File: src/logic/tlu_pkg.sv
/*
  Shared constants and types for the tape load/unload and product data page logic.
  Assumes one 125 MHz clock and a six-byte command block handed over whole.
*/
package tlu_pkg;

  // Operation codes and page codes
  localparam logic [7:0] OP_LOAD_UNLOAD = 8'h1B;
  localparam logic [7:0] OP_INQUIRY = 8'h12;
  localparam logic [7:0] PAGE_SUPPORTED = 8'h00;
  localparam logic [7:0] PAGE_SERIAL = 8'h80;

  // Page contents
  localparam logic [7:0] DEV_TYPE_SEQ = 8'h01;
  localparam logic [7:0] DEV_LUN_BAD = 8'h7F;
  localparam logic [7:0] LEN_SUPPORTED = 8'h02;
  localparam logic [7:0] LEN_SERIAL = 8'h0A;
  localparam logic [7:0] PAD_CHAR = 8'h20;
  localparam logic [7:0] RSVD_BYTE = 8'h00;

  // Byte positions inside the pages
  localparam logic [7:0] IDX_DEVTYPE = 8'h00;
  localparam logic [7:0] IDX_PAGE = 8'h01;
  localparam logic [7:0] IDX_RSVD = 8'h02;
  localparam logic [7:0] IDX_LEN = 8'h03;
  localparam logic [7:0] IDX_FIRST = 8'h04;
  localparam logic [7:0] IDX_SECOND = 8'h05;
  localparam logic [7:0] IDX_SER_FIRST = 8'h04;
  localparam logic [7:0] IDX_SER_LAST = 8'h0D;
  localparam int SER_CHARS = 10;

  // Command block field positions
  localparam int CDB_BYTES = 6;
  localparam int B1_IMMED = 0;
  localparam int B1_PRODUCT_DATA_PAGE_SELECT = 0;
  localparam int B1_LUN_MSB = 7;
  localparam int B1_LUN_LSB = 5;
  localparam int B4_LOAD = 0;
  localparam int B4_RETEN = 1;
  localparam int B4_EOT = 2;

  // Status bytes and sense keys
  localparam logic [7:0] ST_GOOD = 8'h00;
  localparam logic [7:0] ST_CHECK = 8'h02;
  localparam logic [3:0] SK_NONE = 4'h0;
  localparam logic [3:0] SK_MEDIUM = 4'h3;
  localparam logic [3:0] SK_ILLEGAL = 4'h5;

  // Flush time limit
  localparam longint FLUSH_LIMIT_S = 12;
  localparam longint CLK_PERIOD_NS = 8;
  localparam longint FLUSH_LIMIT_CYC = FLUSH_LIMIT_S * 64'd1000000000 / CLK_PERIOD_NS;

  typedef logic [0:CDB_BYTES-1][7:0] tlu_cdb_t;
  typedef logic [0:SER_CHARS-1][7:0] tlu_serial_t;

  // Mechanism steps handed to the transport
  typedef enum logic [2:0] {
    MECH_NONE = 3'b000,
    MECH_THREAD = 3'b001,
    MECH_TO_LOGICAL_TAPE_START = 3'b010,
    MECH_REWIND = 3'b011,
    MECH_UNTHREAD = 3'b100,
    MECH_EJECT = 3'b101,
    MECH_OPEN_DOOR = 3'b110
  } tlu_mech_t;

  typedef enum logic [2:0] {
    S_IDLE = 3'b000,
    S_DISCARD = 3'b001,
    S_DECIDE = 3'b010,
    S_FLUSH = 3'b011,
    S_MECH_REQ = 3'b100,
    S_MECH_WAIT = 3'b101
  } tlu_state_t;

  // Cartridge and buffer condition seen by the command logic
  typedef struct packed {
    logic cart_in;
    logic threaded;
    logic logical_tape_start;
    logic buf_has_data;
    logic buf_after_err;
    logic removal_prevent;
  } tlu_media_t;

  // Status returned to the initiator
  typedef struct packed {
    logic valid;
    logic [7:0] code;
    logic [3:0] sense_key;
  } tlu_status_t;

endpackage : tlu_pkg

File: src/logic/tlu_cmd_core.sv
/*
  Load/unload command sequencer and product data page server of a tape target.
  Assumes the initiator interface hands over a whole command block with a pulse,
  and the transport and write buffer report completion with one-cycle pulses.
*/
// Function
// RULE_01 - supported page byte 0 is 01h
// RULE_02 - supported page byte 1 is 00h
// RULE_03 - supported page length byte is 02h
// RULE_04 - supported list holds 00h then 80h
// RULE_05 - serial page byte 0 01h, 7Fh bad unit
// RULE_06 - serial page byte 1 is 80h
// RULE_07 - serial page length byte is 0Ah
// RULE_08 - ten serial characters, blank padded at end
// RULE_09 - opcode 1Bh is load/unload, fields decoded
// RULE_10 - load threads then goes to logical start
// RULE_11 - unload flushes, rewinds, unthreads, ejects in order
// RULE_12 - discard data left by failed write
// RULE_13 - early flag picks status before or after
// RULE_14 - disconnect if allowed, flush, then reconnect
// RULE_15 - flush may last up to 12 seconds
// RULE_16 - failed flush gives check, skips operation
// RULE_17 - end-of-tape and retension bits ignored
// RULE_18 - byte 4 bit 0 selects load or unload
// RULE_19 - unload without cartridge opens door always
// RULE_20 - load without cartridge gives illegal request
// RULE_21 - load flushes, positions, no needless motion
// RULE_22 - prevented removal skips only the eject
// RULE_23 - select bit picks standard or page data
// RULE_24 - reserved page bytes read as zero
`timescale 1ns/1ps
module tlu_cmd_core
  import tlu_pkg::*;
#(
  parameter logic [31:0] FLUSH_LIMIT = 32'(FLUSH_LIMIT_CYC)
)
(
  input wire logic core_clk_i,
  input wire logic nrst_i,
  input wire logic cmd_valid_i,
  input wire tlu_cdb_t cdb_i,
  input wire logic disc_allowed_i,
  input wire tlu_media_t media_i,
  input wire logic flush_done_i,
  input wire logic flush_err_i,
  input wire logic mech_done_i,
  input wire tlu_serial_t serial_i,
  input wire logic [3:0] serial_len_i,
  input wire logic data_rd_i,
  input wire logic [7:0] data_idx_i,
  output logic busy_o,
  output logic std_inquiry_o,
  output logic [7:0] data_byte_o,
  output tlu_status_t status_o,
  output logic disconnect_o,
  output logic reconnect_o,
  output logic flush_req_o,
  output logic discard_o,
  output logic mech_req_o,
  output tlu_mech_t mech_op_o
);

  typedef struct packed {
    tlu_state_t st;
    logic load;
    logic immed;
    logic status_sent;
    tlu_mech_t step;
    logic [7:0] page;
    logic lun_bad;
    logic busy;
    logic std_inq;
    logic [7:0] data_byte;
    tlu_status_t status;
    logic disconnect;
    logic reconnect;
    logic flush_req;
    logic discard;
    logic mech_req;
    tlu_mech_t mech_op;
  } tlu_core_t;

  tlu_core_t cur_ff;
  tlu_core_t nxt_cur;
  logic [7:0] rom_byte;
  logic flush_expired;
  logic is_load_cmd;
  logic is_inq_cmd;
  tlu_mech_t first_step;
  tlu_mech_t follow_step;

  tlu_vpd_rom u_rom (
    .page_i(cur_ff.page),
    .lun_bad_i(cur_ff.lun_bad),
    .idx_i(data_idx_i),
    .serial_i(serial_i),
    .serial_len_i(serial_len_i),
    .byte_o(rom_byte)
  );

  tlu_flush_timer #(
    .LIMIT(FLUSH_LIMIT)
  ) u_tmr (
    .core_clk_i(core_clk_i),
    .nrst_i(nrst_i),
    .run_i(cur_ff.st == S_FLUSH),
    .expired_o(flush_expired)
  );

  // Next mechanism step; MECH_NONE as input means start, as result means finished
  function automatic tlu_mech_t step_after(input logic load, input tlu_mech_t cur,
                                           input tlu_media_t m);
    tlu_mech_t res;
    res = MECH_NONE;
    if (load) begin
      if (cur == MECH_NONE && !m.threaded) begin
        res = MECH_THREAD; // RULE_10
      end else if ((cur == MECH_NONE && !m.logical_tape_start) || cur == MECH_THREAD) begin
        res = MECH_TO_LOGICAL_TAPE_START; // RULE_21
      end
    end else begin
      unique case (cur)
        MECH_NONE: res = MECH_REWIND; // RULE_11
        MECH_REWIND: res = MECH_UNTHREAD; // RULE_11
        MECH_UNTHREAD: res = m.removal_prevent ? MECH_NONE : MECH_EJECT; // RULE_22
        default: res = MECH_NONE;
      endcase
    end
    return res;
  endfunction : step_after

  // Opcode decode; end-of-tape and retension bits are never looked at
  assign is_load_cmd = cdb_i[0] == OP_LOAD_UNLOAD; // RULE_09 RULE_17
  assign is_inq_cmd = cdb_i[0] == OP_INQUIRY;
  assign first_step = step_after(cur_ff.load, MECH_NONE, media_i);
  assign follow_step = step_after(cur_ff.load, cur_ff.step, media_i);

  always_comb begin
    nxt_cur = cur_ff;
    // Handshake outputs are one-cycle pulses
    nxt_cur.status.valid = 1'b0;
    nxt_cur.reconnect = 1'b0;
    nxt_cur.flush_req = 1'b0;
    nxt_cur.discard = 1'b0;
    nxt_cur.mech_req = 1'b0;
    // Page bytes are served whenever asked, one cycle after the request
    if (data_rd_i) begin
      nxt_cur.data_byte = rom_byte;
    end
    unique case (cur_ff.st)
      S_IDLE: begin
        // Commands arriving while busy are not taken
        if (cmd_valid_i && is_inq_cmd) begin
          nxt_cur.std_inq = !cdb_i[1][B1_PRODUCT_DATA_PAGE_SELECT]; // RULE_23
          nxt_cur.page = cdb_i[2];
          nxt_cur.lun_bad = cdb_i[1][B1_LUN_MSB:B1_LUN_LSB] != 3'h0; // RULE_05
          nxt_cur.status.valid = 1'b1;
          nxt_cur.status.code = ST_GOOD;
          nxt_cur.status.sense_key = SK_NONE;
          if (cdb_i[1][B1_PRODUCT_DATA_PAGE_SELECT] && cdb_i[2] != PAGE_SUPPORTED && cdb_i[2] != PAGE_SERIAL) begin
            nxt_cur.status.code = ST_CHECK;
            nxt_cur.status.sense_key = SK_ILLEGAL;
          end
        end else if (cmd_valid_i && is_load_cmd) begin
          nxt_cur.load = cdb_i[4][B4_LOAD]; // RULE_18
          nxt_cur.immed = cdb_i[1][B1_IMMED]; // RULE_09
          nxt_cur.status_sent = 1'b0;
          nxt_cur.busy = 1'b1;
          // Data stranded by a failed write never reaches tape
          if (media_i.buf_after_err) begin
            nxt_cur.discard = 1'b1; // RULE_12
            nxt_cur.st = S_DISCARD;
          end else begin
            nxt_cur.st = S_DECIDE;
          end
        end
      end
      S_DISCARD: begin
        nxt_cur.st = S_DECIDE;
      end
      S_DECIDE: begin
        if (!media_i.cart_in && !cur_ff.load) begin
          // Door opens regardless of removal prevention
          nxt_cur.step = MECH_OPEN_DOOR; // RULE_19
          nxt_cur.st = S_MECH_REQ;
        end else if (!media_i.cart_in) begin
          nxt_cur.status.valid = 1'b1; // RULE_20
          nxt_cur.status.code = ST_CHECK;
          nxt_cur.status.sense_key = SK_ILLEGAL;
          nxt_cur.busy = 1'b0;
          nxt_cur.st = S_IDLE;
        end else if (media_i.buf_has_data) begin
          // Leave the bus only when the initiator allowed it
          nxt_cur.disconnect = disc_allowed_i; // RULE_14
          nxt_cur.flush_req = 1'b1; // RULE_11 RULE_21
          nxt_cur.st = S_FLUSH;
        end else if (first_step == MECH_NONE) begin
          nxt_cur.status.valid = 1'b1; // RULE_21
          nxt_cur.status.code = ST_GOOD;
          nxt_cur.status.sense_key = SK_NONE;
          nxt_cur.busy = 1'b0;
          nxt_cur.st = S_IDLE;
        end else begin
          nxt_cur.step = first_step;
          nxt_cur.st = S_MECH_REQ;
          if (cur_ff.immed) begin
            nxt_cur.status.valid = 1'b1; // RULE_13
            nxt_cur.status.code = ST_GOOD;
            nxt_cur.status.sense_key = SK_NONE;
            nxt_cur.status_sent = 1'b1;
          end
        end
      end
      S_FLUSH: begin
        if ((flush_done_i && flush_err_i) || flush_expired) begin
          // Failed flush: come back, report, do nothing mechanical
          nxt_cur.status.valid = 1'b1; // RULE_16
          nxt_cur.status.code = ST_CHECK;
          nxt_cur.status.sense_key = SK_MEDIUM;
          nxt_cur.reconnect = cur_ff.disconnect; // RULE_16
          nxt_cur.disconnect = 1'b0;
          nxt_cur.busy = 1'b0;
          nxt_cur.st = S_IDLE;
        end else if (flush_done_i) begin
          // Flushing moved the tape, so the first step is never skipped here
          nxt_cur.step = first_step;
          nxt_cur.st = S_MECH_REQ;
          if (cur_ff.immed) begin
            nxt_cur.reconnect = cur_ff.disconnect; // RULE_14
            nxt_cur.disconnect = 1'b0;
            nxt_cur.status.valid = 1'b1; // RULE_13 RULE_14
            nxt_cur.status.code = ST_GOOD;
            nxt_cur.status.sense_key = SK_NONE;
            nxt_cur.status_sent = 1'b1;
          end
        end
      end
      S_MECH_REQ: begin
        nxt_cur.mech_req = 1'b1;
        nxt_cur.mech_op = cur_ff.step;
        nxt_cur.st = S_MECH_WAIT;
      end
      S_MECH_WAIT: begin
        if (mech_done_i && (follow_step == MECH_NONE || cur_ff.step == MECH_OPEN_DOOR)) begin
          nxt_cur.step = MECH_NONE;
          nxt_cur.busy = 1'b0;
          nxt_cur.st = S_IDLE;
          if (!cur_ff.status_sent) begin
            nxt_cur.status.valid = 1'b1; // RULE_13
            nxt_cur.status.code = ST_GOOD;
            nxt_cur.status.sense_key = SK_NONE;
            nxt_cur.reconnect = cur_ff.disconnect;
            nxt_cur.disconnect = 1'b0;
          end
        end else if (mech_done_i) begin
          nxt_cur.step = follow_step; // RULE_10 RULE_11
          nxt_cur.st = S_MECH_REQ;
        end
      end
      default: begin
        nxt_cur.st = S_IDLE;
      end
    endcase
  end

  always_ff @(posedge core_clk_i or negedge nrst_i) begin
    if (!nrst_i) begin
      cur_ff <= '0;
    end else begin
      cur_ff <= nxt_cur;
    end
  end

  // Every output is a field of the state register
  assign busy_o = cur_ff.busy;
  assign std_inquiry_o = cur_ff.std_inq;
  assign data_byte_o = cur_ff.data_byte;
  assign status_o = cur_ff.status;
  assign disconnect_o = cur_ff.disconnect;
  assign reconnect_o = cur_ff.reconnect;
  assign flush_req_o = cur_ff.flush_req;
  assign discard_o = cur_ff.discard;
  assign mech_req_o = cur_ff.mech_req;
  assign mech_op_o = cur_ff.mech_op;
endmodule : tlu_cmd_core

File: src/logic/tlu_flush_timer.sv
/*
  Watchdog for the write-buffer flush.
  Assumes run_i stays high for the whole flush and drops when it ends.
*/
`timescale 1ns/1ps
module tlu_flush_timer
  import tlu_pkg::*;
#(
  parameter logic [31:0] LIMIT = 32'(FLUSH_LIMIT_CYC)
)
(
  input wire logic core_clk_i,
  input wire logic nrst_i,
  input wire logic run_i,
  output logic expired_o
);

  typedef struct packed {
    logic [31:0] cnt;
    logic expired;
  } tlu_tmr_t;

  tlu_tmr_t cur_ff;
  tlu_tmr_t nxt_cur;

  // Count while the flush runs; a flush that outlives the limit is treated as failed
  always_comb begin
    nxt_cur = cur_ff;
    if (!run_i) begin
      nxt_cur.cnt = 32'h0000_0000;
      nxt_cur.expired = 1'b0;
    end else if (cur_ff.cnt >= LIMIT - 32'h0000_0001) begin
      nxt_cur.expired = 1'b1; // RULE_15
    end else begin
      nxt_cur.cnt = cur_ff.cnt + 32'h0000_0001;
    end
  end

  always_ff @(posedge core_clk_i or negedge nrst_i) begin
    if (!nrst_i) begin
      cur_ff <= '0;
    end else begin
      cur_ff <= nxt_cur;
    end
  end

  assign expired_o = cur_ff.expired;

endmodule : tlu_flush_timer

File: src/logic/tlu_vpd_rom.sv
/*
  Byte source for the supported-pages and serial number product data pages.
  Assumes the caller registers the byte; purely combinational here.
*/
`timescale 1ns/1ps
module tlu_vpd_rom
  import tlu_pkg::*;
(
  input wire logic [7:0] page_i,
  input wire logic lun_bad_i,
  input wire logic [7:0] idx_i,
  input wire tlu_serial_t serial_i,
  input wire logic [3:0] serial_len_i,
  output logic [7:0] byte_o
);

  logic [7:0] pos;

  // Serial characters count from the first serial byte
  assign pos = idx_i - IDX_SER_FIRST;

  // Fixed fields and serial characters first, everything else reads as zero
  always_comb begin
    byte_o = RSVD_BYTE; // RULE_24
    if (page_i == PAGE_SUPPORTED) begin
      unique case (idx_i)
        IDX_DEVTYPE: byte_o = DEV_TYPE_SEQ; // RULE_01
        IDX_PAGE: byte_o = PAGE_SUPPORTED; // RULE_02
        IDX_LEN: byte_o = LEN_SUPPORTED; // RULE_03
        IDX_FIRST: byte_o = PAGE_SUPPORTED; // RULE_04
        IDX_SECOND: byte_o = PAGE_SERIAL; // RULE_04
        default: byte_o = RSVD_BYTE;
      endcase
    end else if (page_i == PAGE_SERIAL) begin
      if (idx_i == IDX_DEVTYPE) begin
        byte_o = lun_bad_i ? DEV_LUN_BAD : DEV_TYPE_SEQ; // RULE_05
      end else if (idx_i == IDX_PAGE) begin
        byte_o = PAGE_SERIAL; // RULE_06
      end else if (idx_i == IDX_LEN) begin
        byte_o = LEN_SERIAL; // RULE_07
      end else if (idx_i >= IDX_SER_FIRST && idx_i <= IDX_SER_LAST) begin
        // Short serials are blank filled at the end
        byte_o = (pos < {4'h0, serial_len_i}) ? serial_i[pos[3:0]] : PAD_CHAR; // RULE_08
      end
    end
  end

endmodule : tlu_vpd_rom

File: config.mk
export PLATFORM = sky130hd
export DESIGN_NAME = tlu_cmd_core
export DESIGN_NICKNAME = d
export VERILOG_FILES = /design/src/logic/tlu_pkg.sv /design/src/logic/tlu_cmd_core.sv /design/src/logic/tlu_flush_timer.sv /design/src/logic/tlu_vpd_rom.sv
export SDC_FILE = /design/constraint.sdc
export NUM_CORES = 1
export LEC_CHECK = 0
export BUFFER_PORTS_ARGS = -buffer_cell sky130_fd_sc_hd__clkbuf_2
export CORE_MARGIN = 1
export CORE_UTILIZATION = 51
export DETAILED_ROUTE_END_ITERATION = 8
export HOLD_SLACK_MARGIN = 0.08
export PLACE_DENSITY = 0.83
export SYNTH_ARGS = -nofsm -noshare
export SYNTH_HDL_FRONTEND = slang
export SYNTH_SLANG_ARGS = --single-unit
File: constraint.sdc
create_clock -name core_clk_i -period 2.8 [get_ports core_clk_i]
set_clock_uncertainty 0.2 [all_clocks]
set_input_delay 0.14 -clock core_clk_i [delete_from_list [all_inputs] [get_ports core_clk_i]]
set_output_delay 0.14 -clock core_clk_i [all_outputs]
set_load 0.01 [all_outputs]
After elaboration in Yosys (flattened, before gate mapping) --
Cells that the tools add are included.
Storage, ports and cells: bits in registers 82, input bits 154, output and inout bits 31
Operators by class: add/subtract/negate cells 2, order comparisons 5, equal/unequal tests 40, mux-type cells 82, bitwise logic cells 2, reduce and logical (&&, ||, !) cells 37
Operator list (number):
- $mux W15 | 5
- $mux W8 | 9
- $mux W13 | 5
- $pmux W13 S4 | 1
- $mux W3 | 15
- $mux W33 | 1
- $add A32 B1 Y32 const B | 1
- $bmux W8 S4 | 1
- $ge A32 B31 Y1 const B | 1
- $mux W32 | 1
- $ne A2 B2 Y1 const B | 15
- $mux W4 | 6
- $ne A3 B3 Y1 const B | 8
- $pmux W8 S3 | 1
- $mux W1 | 21
- $mux W6 | 3
- $pmux W3 S3 | 2
- $pmux W3 S6 | 1
- $reduce_and A9 Y1 | 2
- $eq A8 B5 Y1 const B | 2
- $logic_not A8 Y1 | 2
- $reduce_and A8 Y1 | 2
- $mux W14 | 1
- $eq A3 B3 Y1 const B | 4
- 31 further kinds | 58

Logic depth before layout (Yosys ltp) --
Gate-level depths: netlist of the first run.
depth after elaboration 12, mapped depth 12

Cells and area by module --
Synthesis of the first run repeated with hierarchy kept, for this count alone.
Unflattened totals: cell total of the unflattened synthesis 561, area total of the unflattened synthesis 5306.3 µm²
By module, submodules not included:
- tlu_cmd_core | instances 1, cells an instance 220, area each 2247.2 µm², seq. area each 1001.0 µm²
- tlu_flush_timer | instances 1, cells an instance 206, area each 1914.3 µm², seq. area each 825.8 µm²
- tlu_vpd_rom | instances 1, cells an instance 135, area each 1144.8 µm², seq. area each 0.0 µm²

Worst setup path before layout of the first run --
Ideal clock, no wire load.
path type input to register, start input data_idx_i[2], end register cur_ff (netlist bit data_byte_o[5]), library setup time 0.120 ns, arrival 2.419 ns, required time 2.480 ns, slack 0.061 ns, cell stages on the path 12, buffers on the path 4, cell sequence clkbuf_1 inv_1 clkbuf_1 ha_1 clkbuf_1 clkbuf_1 inv_1 ha_1 o21ai_0 o21a_1 o211ai_1 a31o_2
On the way: word-level cells in the longest chain between the ends 12, elaborated cells between the ends (all ways) 19
Ends and longest elaborated chain:
- start: declaration | line tlu_cmd_core.sv:50 | input wire logic [7:0] data_idx_i,
- $sub A8 B3 Y8 | line tlu_vpd_rom.sv:20 | assign pos = idx_i - IDX_SER_FIRST;
- $not A4 Y5 (implied by the code) | line tlu_vpd_rom.sv:43 | byte_o = (pos < {4'h0, serial_len_i}) ? serial_i[pos[3:0]] : PAD_CHAR;
- $bmux W8 S4 | line tlu_vpd_rom.sv:43
- $mux W8 (implied by the code) (2 in series) | line tlu_vpd_rom.sv:43
- $mux W8 | line tlu_vpd_rom.sv:43
- $mux W8 | line tlu_vpd_rom.sv:41 | end else if (idx_i >= IDX_SER_FIRST && idx_i <= IDX_SER_LAST) begin
- $mux W8 | line tlu_vpd_rom.sv:39 | end else if (idx_i == IDX_LEN) begin
- $mux W8 | line tlu_vpd_rom.sv:37 | end else if (idx_i == IDX_PAGE) begin
- $mux W8 (*) | line tlu_vpd_rom.sv:35 | if (idx_i == IDX_DEVTYPE) begin
- $mux W8 (*) | line tlu_vpd_rom.sv:34 | end else if (page_i == PAGE_SERIAL) begin
- $mux W8 (*) | line tlu_vpd_rom.sv:25 | if (page_i == PAGE_SUPPORTED) begin
- end signal: assignment | line tlu_cmd_core.sv:270 | cur_ff <= nxt_cur;
- end: declaration | line tlu_cmd_core.sv:83 | tlu_core_t cur_ff;
Every way passes the cells marked *; elsewhere a longest branch is shown, timed or not. The select of a mux whose other input is x is not followed. A chain may end at the register's enable or synchronous reset.

Worst setup path in the final report of the first run --
start register cur_ff[46] in the netlist's numbering, end register cur_ff (netlist bit status_o[5])
On the way: word-level cells in the longest chain between the ends 3, elaborated cells between the ends (all ways) 15
Ends and longest elaborated chain:
- $eq A3 B2 Y1, or another cell as far along | line tlu_cmd_core.sv:150 | unique case (cur_ff.st)
- $ne A4 B4 Y1 (no line), or another cell as far along
- $reduce_and A9 Y1 (no line)
Several ways; a longest one is shown, not always the timed one.

==> flow_summary.toml, run 1 <==
[cts]
cts_tree = "yes"
cts_buffers = 9
clock-sinks = 73
clk_path_buf_depth = 2
htree_levels = 3
insertion_delay_ns = 0.35
clkTransAtPathRegs_ns = 0.08
root_buffer = "clkbuf_8"

[floorplan]
start_util_pct = 52.43
io_pins = 185
die_h_um = 102.2
rows = 36
coreArea_um2 = 9774
die_area_um2 = 10450
dieWidth_um = 102.2

[placement]
hpwl_um = 9893
io_buffer_count = 149
gp_congestion = 0.8841

[yosys]
yosysSeqAreaShare_pct = 35.64
synthDistinctLibCells = 71
synth_flop_cell = "dfrtp_1"
synth_edf_count = 0
syn_inst = 527
syn_area_um2 = 5125
ys_async_sr_fraction_pct = 100.0
yosys_warnings = 0
ys_ff_latch = 73
avgSynthCellArea_um2 = 9.725

[setup_path]
path_cells = "nand3b_4 -> or2_2 -> o41ai_1 -> nor3b_2 -> mux2_2"
worstPathRequired_ns = 2.83
critPathMaxStageDelay_ns = 0.63
cpMaxStageDelayCell = "o41ai_1"
critPathMaxFanout = 11
start_kind = "flip-flop"
critPathCaptureType = "flip-flop"
critPathBufInv = 0
critical-path-top-delay-family = "simple AND/OR/NAND/NOR gates"
path_class = "flip-flop to flip-flop"
arrival_ns = 2.53

[sta]
hold-worst-slack_ns = 0.1087
worstMarginPinSlew_ns = 0.6902
hold_viol = 0
slew_violations = 0
fmax_ghz = 0.4008
post-route-min-period_ns = 2.495
period_share_pct = 89.11
slew_headroom_pct = 53.85
rsz0062_at_grt = "no"
setup_viol = 0
fin_setup_tns_ns = 0

[job]
maxCapViolCount = 0

[global_routing]
grtUsageTotal_pct = 25.61
antenna_found_initial = 2
grt_pass1_vias = 4564
grt_pass1_wl_um = 21020
grt.overflow.total = 0
grt_max_degree = 68

[route]
wl_per_cell_um = 16.56
postRouteWirelength_um = 13580
vias = 4963
postRouteAntennaNets = 0
first_iter_violations = 225
routed_via_density = 6.052
drtPass1Iterations = 5
drcViolationCount = 0

[power_and_ir_drop]
power_density_nw_per_um2 = 399.6
p_leak_uw = 0.002870
peakVddDrop_mv = 0.3262

[final_layout]
n_fill_cell = 809
drive_above_1_share_pct = 35.18
mostFrequentLayoutCells = "clkbuf_2 (148), dfrtp_1 (73), a21oi_1 (45)"
layout_commonest_cell = "clkbuf_2"
layout.nets = 842
syn_to_final_growth_pct = 23.41

[worst_hold_path]
hp-class = "primary input to flip-flop"

[outcome]
status = "finished, final reports clean"
-- synthesized netlist by cell type, drive strengths merged, types with 3 or more instances --
| cell type | count | area [um2] |
|---|---|---|
| nor4b | 5 | 50.04 |
| o31ai | 19 | 142.6 |
| or3 | 5 | 31.28 |
| inv | 14 | 52.55 |
| nor4 | 8 | 65.06 |
| and3 | 6 | 37.54 |
| mux2 | 28 | 315.3 |
| nand3 | 18 | 90.09 |
| o311ai | 4 | 35.03 |
| clkbuf | 18 | 67.56 |
| o21ai | 18 | 90.09 |
| xor2 | 3 | 26.28 |
| nor2b | 8 | 50.05 |
| a31oi | 12 | 75.07 |
| nand4 | 18 | 112.6 |
| dfrtp | 73 | 1827 |
| a211oi | 3 | 35.03 |
| nor3b | 4 | 35.03 |
| and4 | 5 | 43.79 |
| nand4b | 3 | 26.28 |
| ha | 8 | 100.1 |
| nand2 | 27 | 101.4 |
| mux4 | 16 | 360.4 |
| a211o | 3 | 26.28 |
| nor2 | 28 | 105.1 |
| buf | 37 | 261.5 |
| a22oi | 7 | 52.55 |
| or4 | 16 | 120.1 |
| o41ai | 6 | 52.55 |
| o211ai | 5 | 56.30 |
| nand2b | 6 | 45.04 |
| nand3b | 3 | 35.03 |
| a21oi | 45 | 225.2 |
| a21o | 3 | 22.52 |
| nor3 | 11 | 60.06 |
| and2 | 3 | 18.77 |
-- layout make-up --
class / count / area [um2] / area share, %
diodes: 2 / 5.005 / 0.07913
clock buffers: 11 / 141.4 / 2.235
clock inverters: 5 / 55.05 / 0.8704
inverters: 15 / 60.06 / 0.9496
multi-input cells: 391 / 2939 / 46.47
flip-flops and latches: 73 / 1827 / 28.88
well taps: 133 / 166.4 / 2.631
repair buffers: 190 / 1131 / 17.88
-- layer usage --
metal	vias to the layer above	GRT usage [%]	share of wire [%]
met1	2407	30.61	40
met5	-	0	0
met2	202	45.64	52
met3	31	2.599	4.6
met4	0	13.30	3.6
li1	2323	-	-
-- power breakdown --
part	leakage (uW)	internal, uW	total, uW	switching (uW)
registers	0.00100	1120	1190	73.8
logic	0.00177	267	500	234
clock network	0.0000953	433	836	403
-- timing repair --
item | CTS | global route
buffers inserted | 0 | 2
hold buffers | 26 | 0
endpoints found under the setup margin | 0 | 3
gates resized for setup | 0 | 1
hold endpoints to repair | 96 | 0
-- worst paths after layout --
check | from | endpoint | slack [ns] | depth (start not counted)
setup reg to reg | cur_ff[46] | status_o[5] | 0.31 | 5
max in group asynchronous | nrst_i | data_byte_o[5] | 1.61 | 3
min in group asynchronous | nrst_i | u_tmr.cur_ff[15] | 0.15 | 3
hold / removal | media_i[3] | cur_ff[48] | 0.11 | 4
hold reg to reg | std_inquiry_o | std_inquiry_o | 0.30 | 2
setup / recovery | cur_ff[46] | status_o[5] | 0.31 | 5
-- flip-flops by register name (all words and copies together), names as in the netlist, 3 cells and up --
register and flops:
data_byte_o 8, status_o 4, cur_ff 18, u_tmr.cur_ff 32, mech_op_o 3
-- stage by stage --
stage	total power, uW	instances	instance area [um2]	setup slack [ns]	util (%)
2_1_floorplan	1501	534	5151	0.06072	-
3_3_place_gp	1656	774	5844	0.3876	59.79
3_5_place_dp	1678	774	5844	0.3145	59.79
4_1_cts	2533	816	6301	0.2550	64.46
5_1_grt	2634	820	6325	0.09174	64.71
6_report	2527	820	6325	0.3050	64.71
-- worst min-delay path, stage by stage --
cell      delay, ns
clkbuf_2       0.10
nand3_1        0.11
a31oi_1        0.09
a31oi_1        0.17
-- cells by family (layout without fill, tap and decap cells) --
kind of cell,after synthesis,after routing,synth area share [%]
flip-flops,73,73,35.64
other,1,10,0.07317
AO/OA/AOI/OAI,144,144,19.21
multiplexers,46,46,13.57
XOR/XNOR,4,4,0.6837
AND/OR/NAND/NOR,181,181,21.34
adder cells (fa/ha/maj),8,8,1.953
buffers and inverters,70,221,7.519
Note: power is estimated with default switching activity, not from simulation.
==> run 2, diff against run 1 <==
--- a/config.mk
+++ b/config.mk
@@ -7,5 +7,5 @@
 export LEC_CHECK = 0
 export BUFFER_PORTS_ARGS = -buffer_cell sky130_fd_sc_hd__clkbuf_2
-export CORE_MARGIN = 1
+export CORE_MARGIN = 2
 export CORE_UTILIZATION = 51
 export DETAILED_ROUTE_END_ITERATION = 8
--- a/constraint.sdc
+++ b/constraint.sdc
@@ -3,3 +3,3 @@
 set_input_delay 0.14 -clock core_clk_i [delete_from_list [all_inputs] [get_ports core_clk_i]]
 set_output_delay 0.14 -clock core_clk_i [all_outputs]
-set_load 0.01 [all_outputs]
+set_load 0.1 [all_outputs]
==> flow_summary.toml, run 2 (synthesis results as in run 1) <==
[sta]
post-route-min-period_ns = 2.532
fin_setup_tns_ns = 0
slew_headroom_pct = 52.62
fmax_ghz = 0.3950
period_share_pct = 90.42
setup_viol = 0
slew_violations = 0
rsz0062_at_grt = "no"
worstMarginPinSlew_ns = 0.7087
hold_viol = 0
hold-worst-slack_ns = 0.09724
fin_ws_ns = 0.2682

[route]
vias = 5093
met2_length_um = 7701
drcViolationCount = 0
wl_per_cell_um = 17.60
drt-met1-wl_um = 5438
first_iter_violations = 312
postRouteWirelength_um = 14490
routed.top_layer = "met4"
drtPass1Iterations = 5
dr_wl_met3_um = 724
postRouteAntennaNets = 0
routed_via_density = 6.188

[floorplan]
die_h_um = 104.2
start_util_pct = 52.43
io_pins = 185
die_area_um2 = 10870
coreArea_um2 = 9774
dieWidth_um = 104.2
rows = 36

[setup_path]
crit_end = "u_tmr.cur_ff[29]"
arrival_ns = 2.61
critPathMaxFanout = 18
cpMaxStageDelayCell = "or4_1"
crit_start = "u_tmr.cur_ff[17]"
reg2reg_slack_ns = 0.27
path_class = "flip-flop to flip-flop"
path_cells = "nor4_1 -> o311a_2 -> o211ai_2 -> or4_1 -> a21oi_1"
start_kind = "flip-flop"
rr_endpoint = "u_tmr.cur_ff[29]"
rr_worst_depth = 5
critPathCaptureType = "flip-flop"
critPathMaxStageDelay_ns = 0.59
worstPathRequired_ns = 2.88
timing.rr.start = "u_tmr.cur_ff[17]"

[cts]
htree_levels = 3
clock-sinks = 73
root_buffer = "clkbuf_8"
clk_path_buf_depth = 2
cts_tree = "yes"
insertion_delay_ns = 0.35
cts_buffers = 9
clkTransAtPathRegs_ns = 0.08

[global_routing]
grt_pass1_wl_um = 23510
grt_max_degree = 33
grt_pass1_vias = 5070
grt.overflow.total = 0
antenna_found_initial = 2
grtUsageTotal_pct = 26.62

[outcome]
status = "finished, final reports clean"

[final_layout]
layout_commonest_cell = "clkbuf_2"
largest_reg_flops = 32
utilization_pct = 65.30
mostFrequentLayoutCells = "clkbuf_2 (148), dfrtp_1 (73), a21oi_1 (45)"
seq_area_um2 = 1827
fin_area_um2 = 6382
syn_to_final_growth_pct = 24.54
n_fill_cell = 799
layout.nets = 845
largest-register = "u_tmr.cur_ff"
multi_input_area_um2 = 2942
drive_above_1_share_pct = 35.61

[job]
maxCapViolCount = 0

[placement]
gp_congestion = 0.8962
hpwl_um = 10410
io_buffer_count = 149
dpl_cell_area_um2 = 5847
place_ws_ns = 0.2468

[power_and_ir_drop]
peakVddDrop_mv = 0.2813
power_density_nw_per_um2 = 463.7
p_leak_uw = 0.002904

[worst_hold_path]
hp-class = "primary input to flip-flop"
==> run 2: stage by stage <==
| step | power, uW | cells |
|---|---|---|
| detailed placement | 1971 | 776 |
| finish | 2960 | 823 |
| global route | 3071 | 823 |
| floorplan | 1798 | 534 |
| global placement | 1952 | 776 |
| CTS | 2959 | 819 |
==> run 2: worst min-delay path by stage <==
| stage | start | end | slack, ns | cells after the start |
|---|---|---|---|---|
| after floorplan | nrst_i | busy_o | -0.36 | 0 |
| after global placement | nrst_i | u_tmr.cur_ff[3] | -0.01 | 1 |
| after detailed placement | nrst_i | u_tmr.cur_ff[3] | 0.004 | 1 |
| after CTS | cdb_i[45] | cur_ff[47] | 0.09 | 4 |
| after global routing | cdb_i[47] | cur_ff[47] | 0.14 | 4 |
| final | cdb_i[45] | cur_ff[47] | 0.1 | 4 |
==> run 2: layer usage <==
layer | GRT usage, % | vias to the layer above
li1 | - | 2337
met1 | 30.08 | 2449
met2 | 49.34 | 254
met3 | 2.820 | 53
met4 | 13.80 | 0
met5 | 0 | -
==> run 2: where the power goes <==
group | switching, uW | internal [uW]
logic | 530 | 266
registers | 74.6 | 1120
clock network | 396 | 575
total | 1000 | 1960
==> run 2: final cells by class <==
type	instances	area share (%)
multi-input cells	391	46.09
flip-flops and latches	73	28.62
repair buffers	193	17.92
well taps	133	2.607
clock buffers	12	2.588
clock inverters	4	1.157
inverters	15	0.9410
diodes	2	0.07842
==> run 2: critical path: cells and delay by family (launching register included) <==
family,cells,cell delay [ns]
simple gates,2,1.01
compound gates,3,0.81
flops,1,0.44
==> run 2: what timing repair did <==
action,CTS,global route
setup buffers,0,2
hold buffers,27,0
endpoints found under the setup margin,0,5
gates resized for setup,0,2
endpoints found under the hold margin,51,0
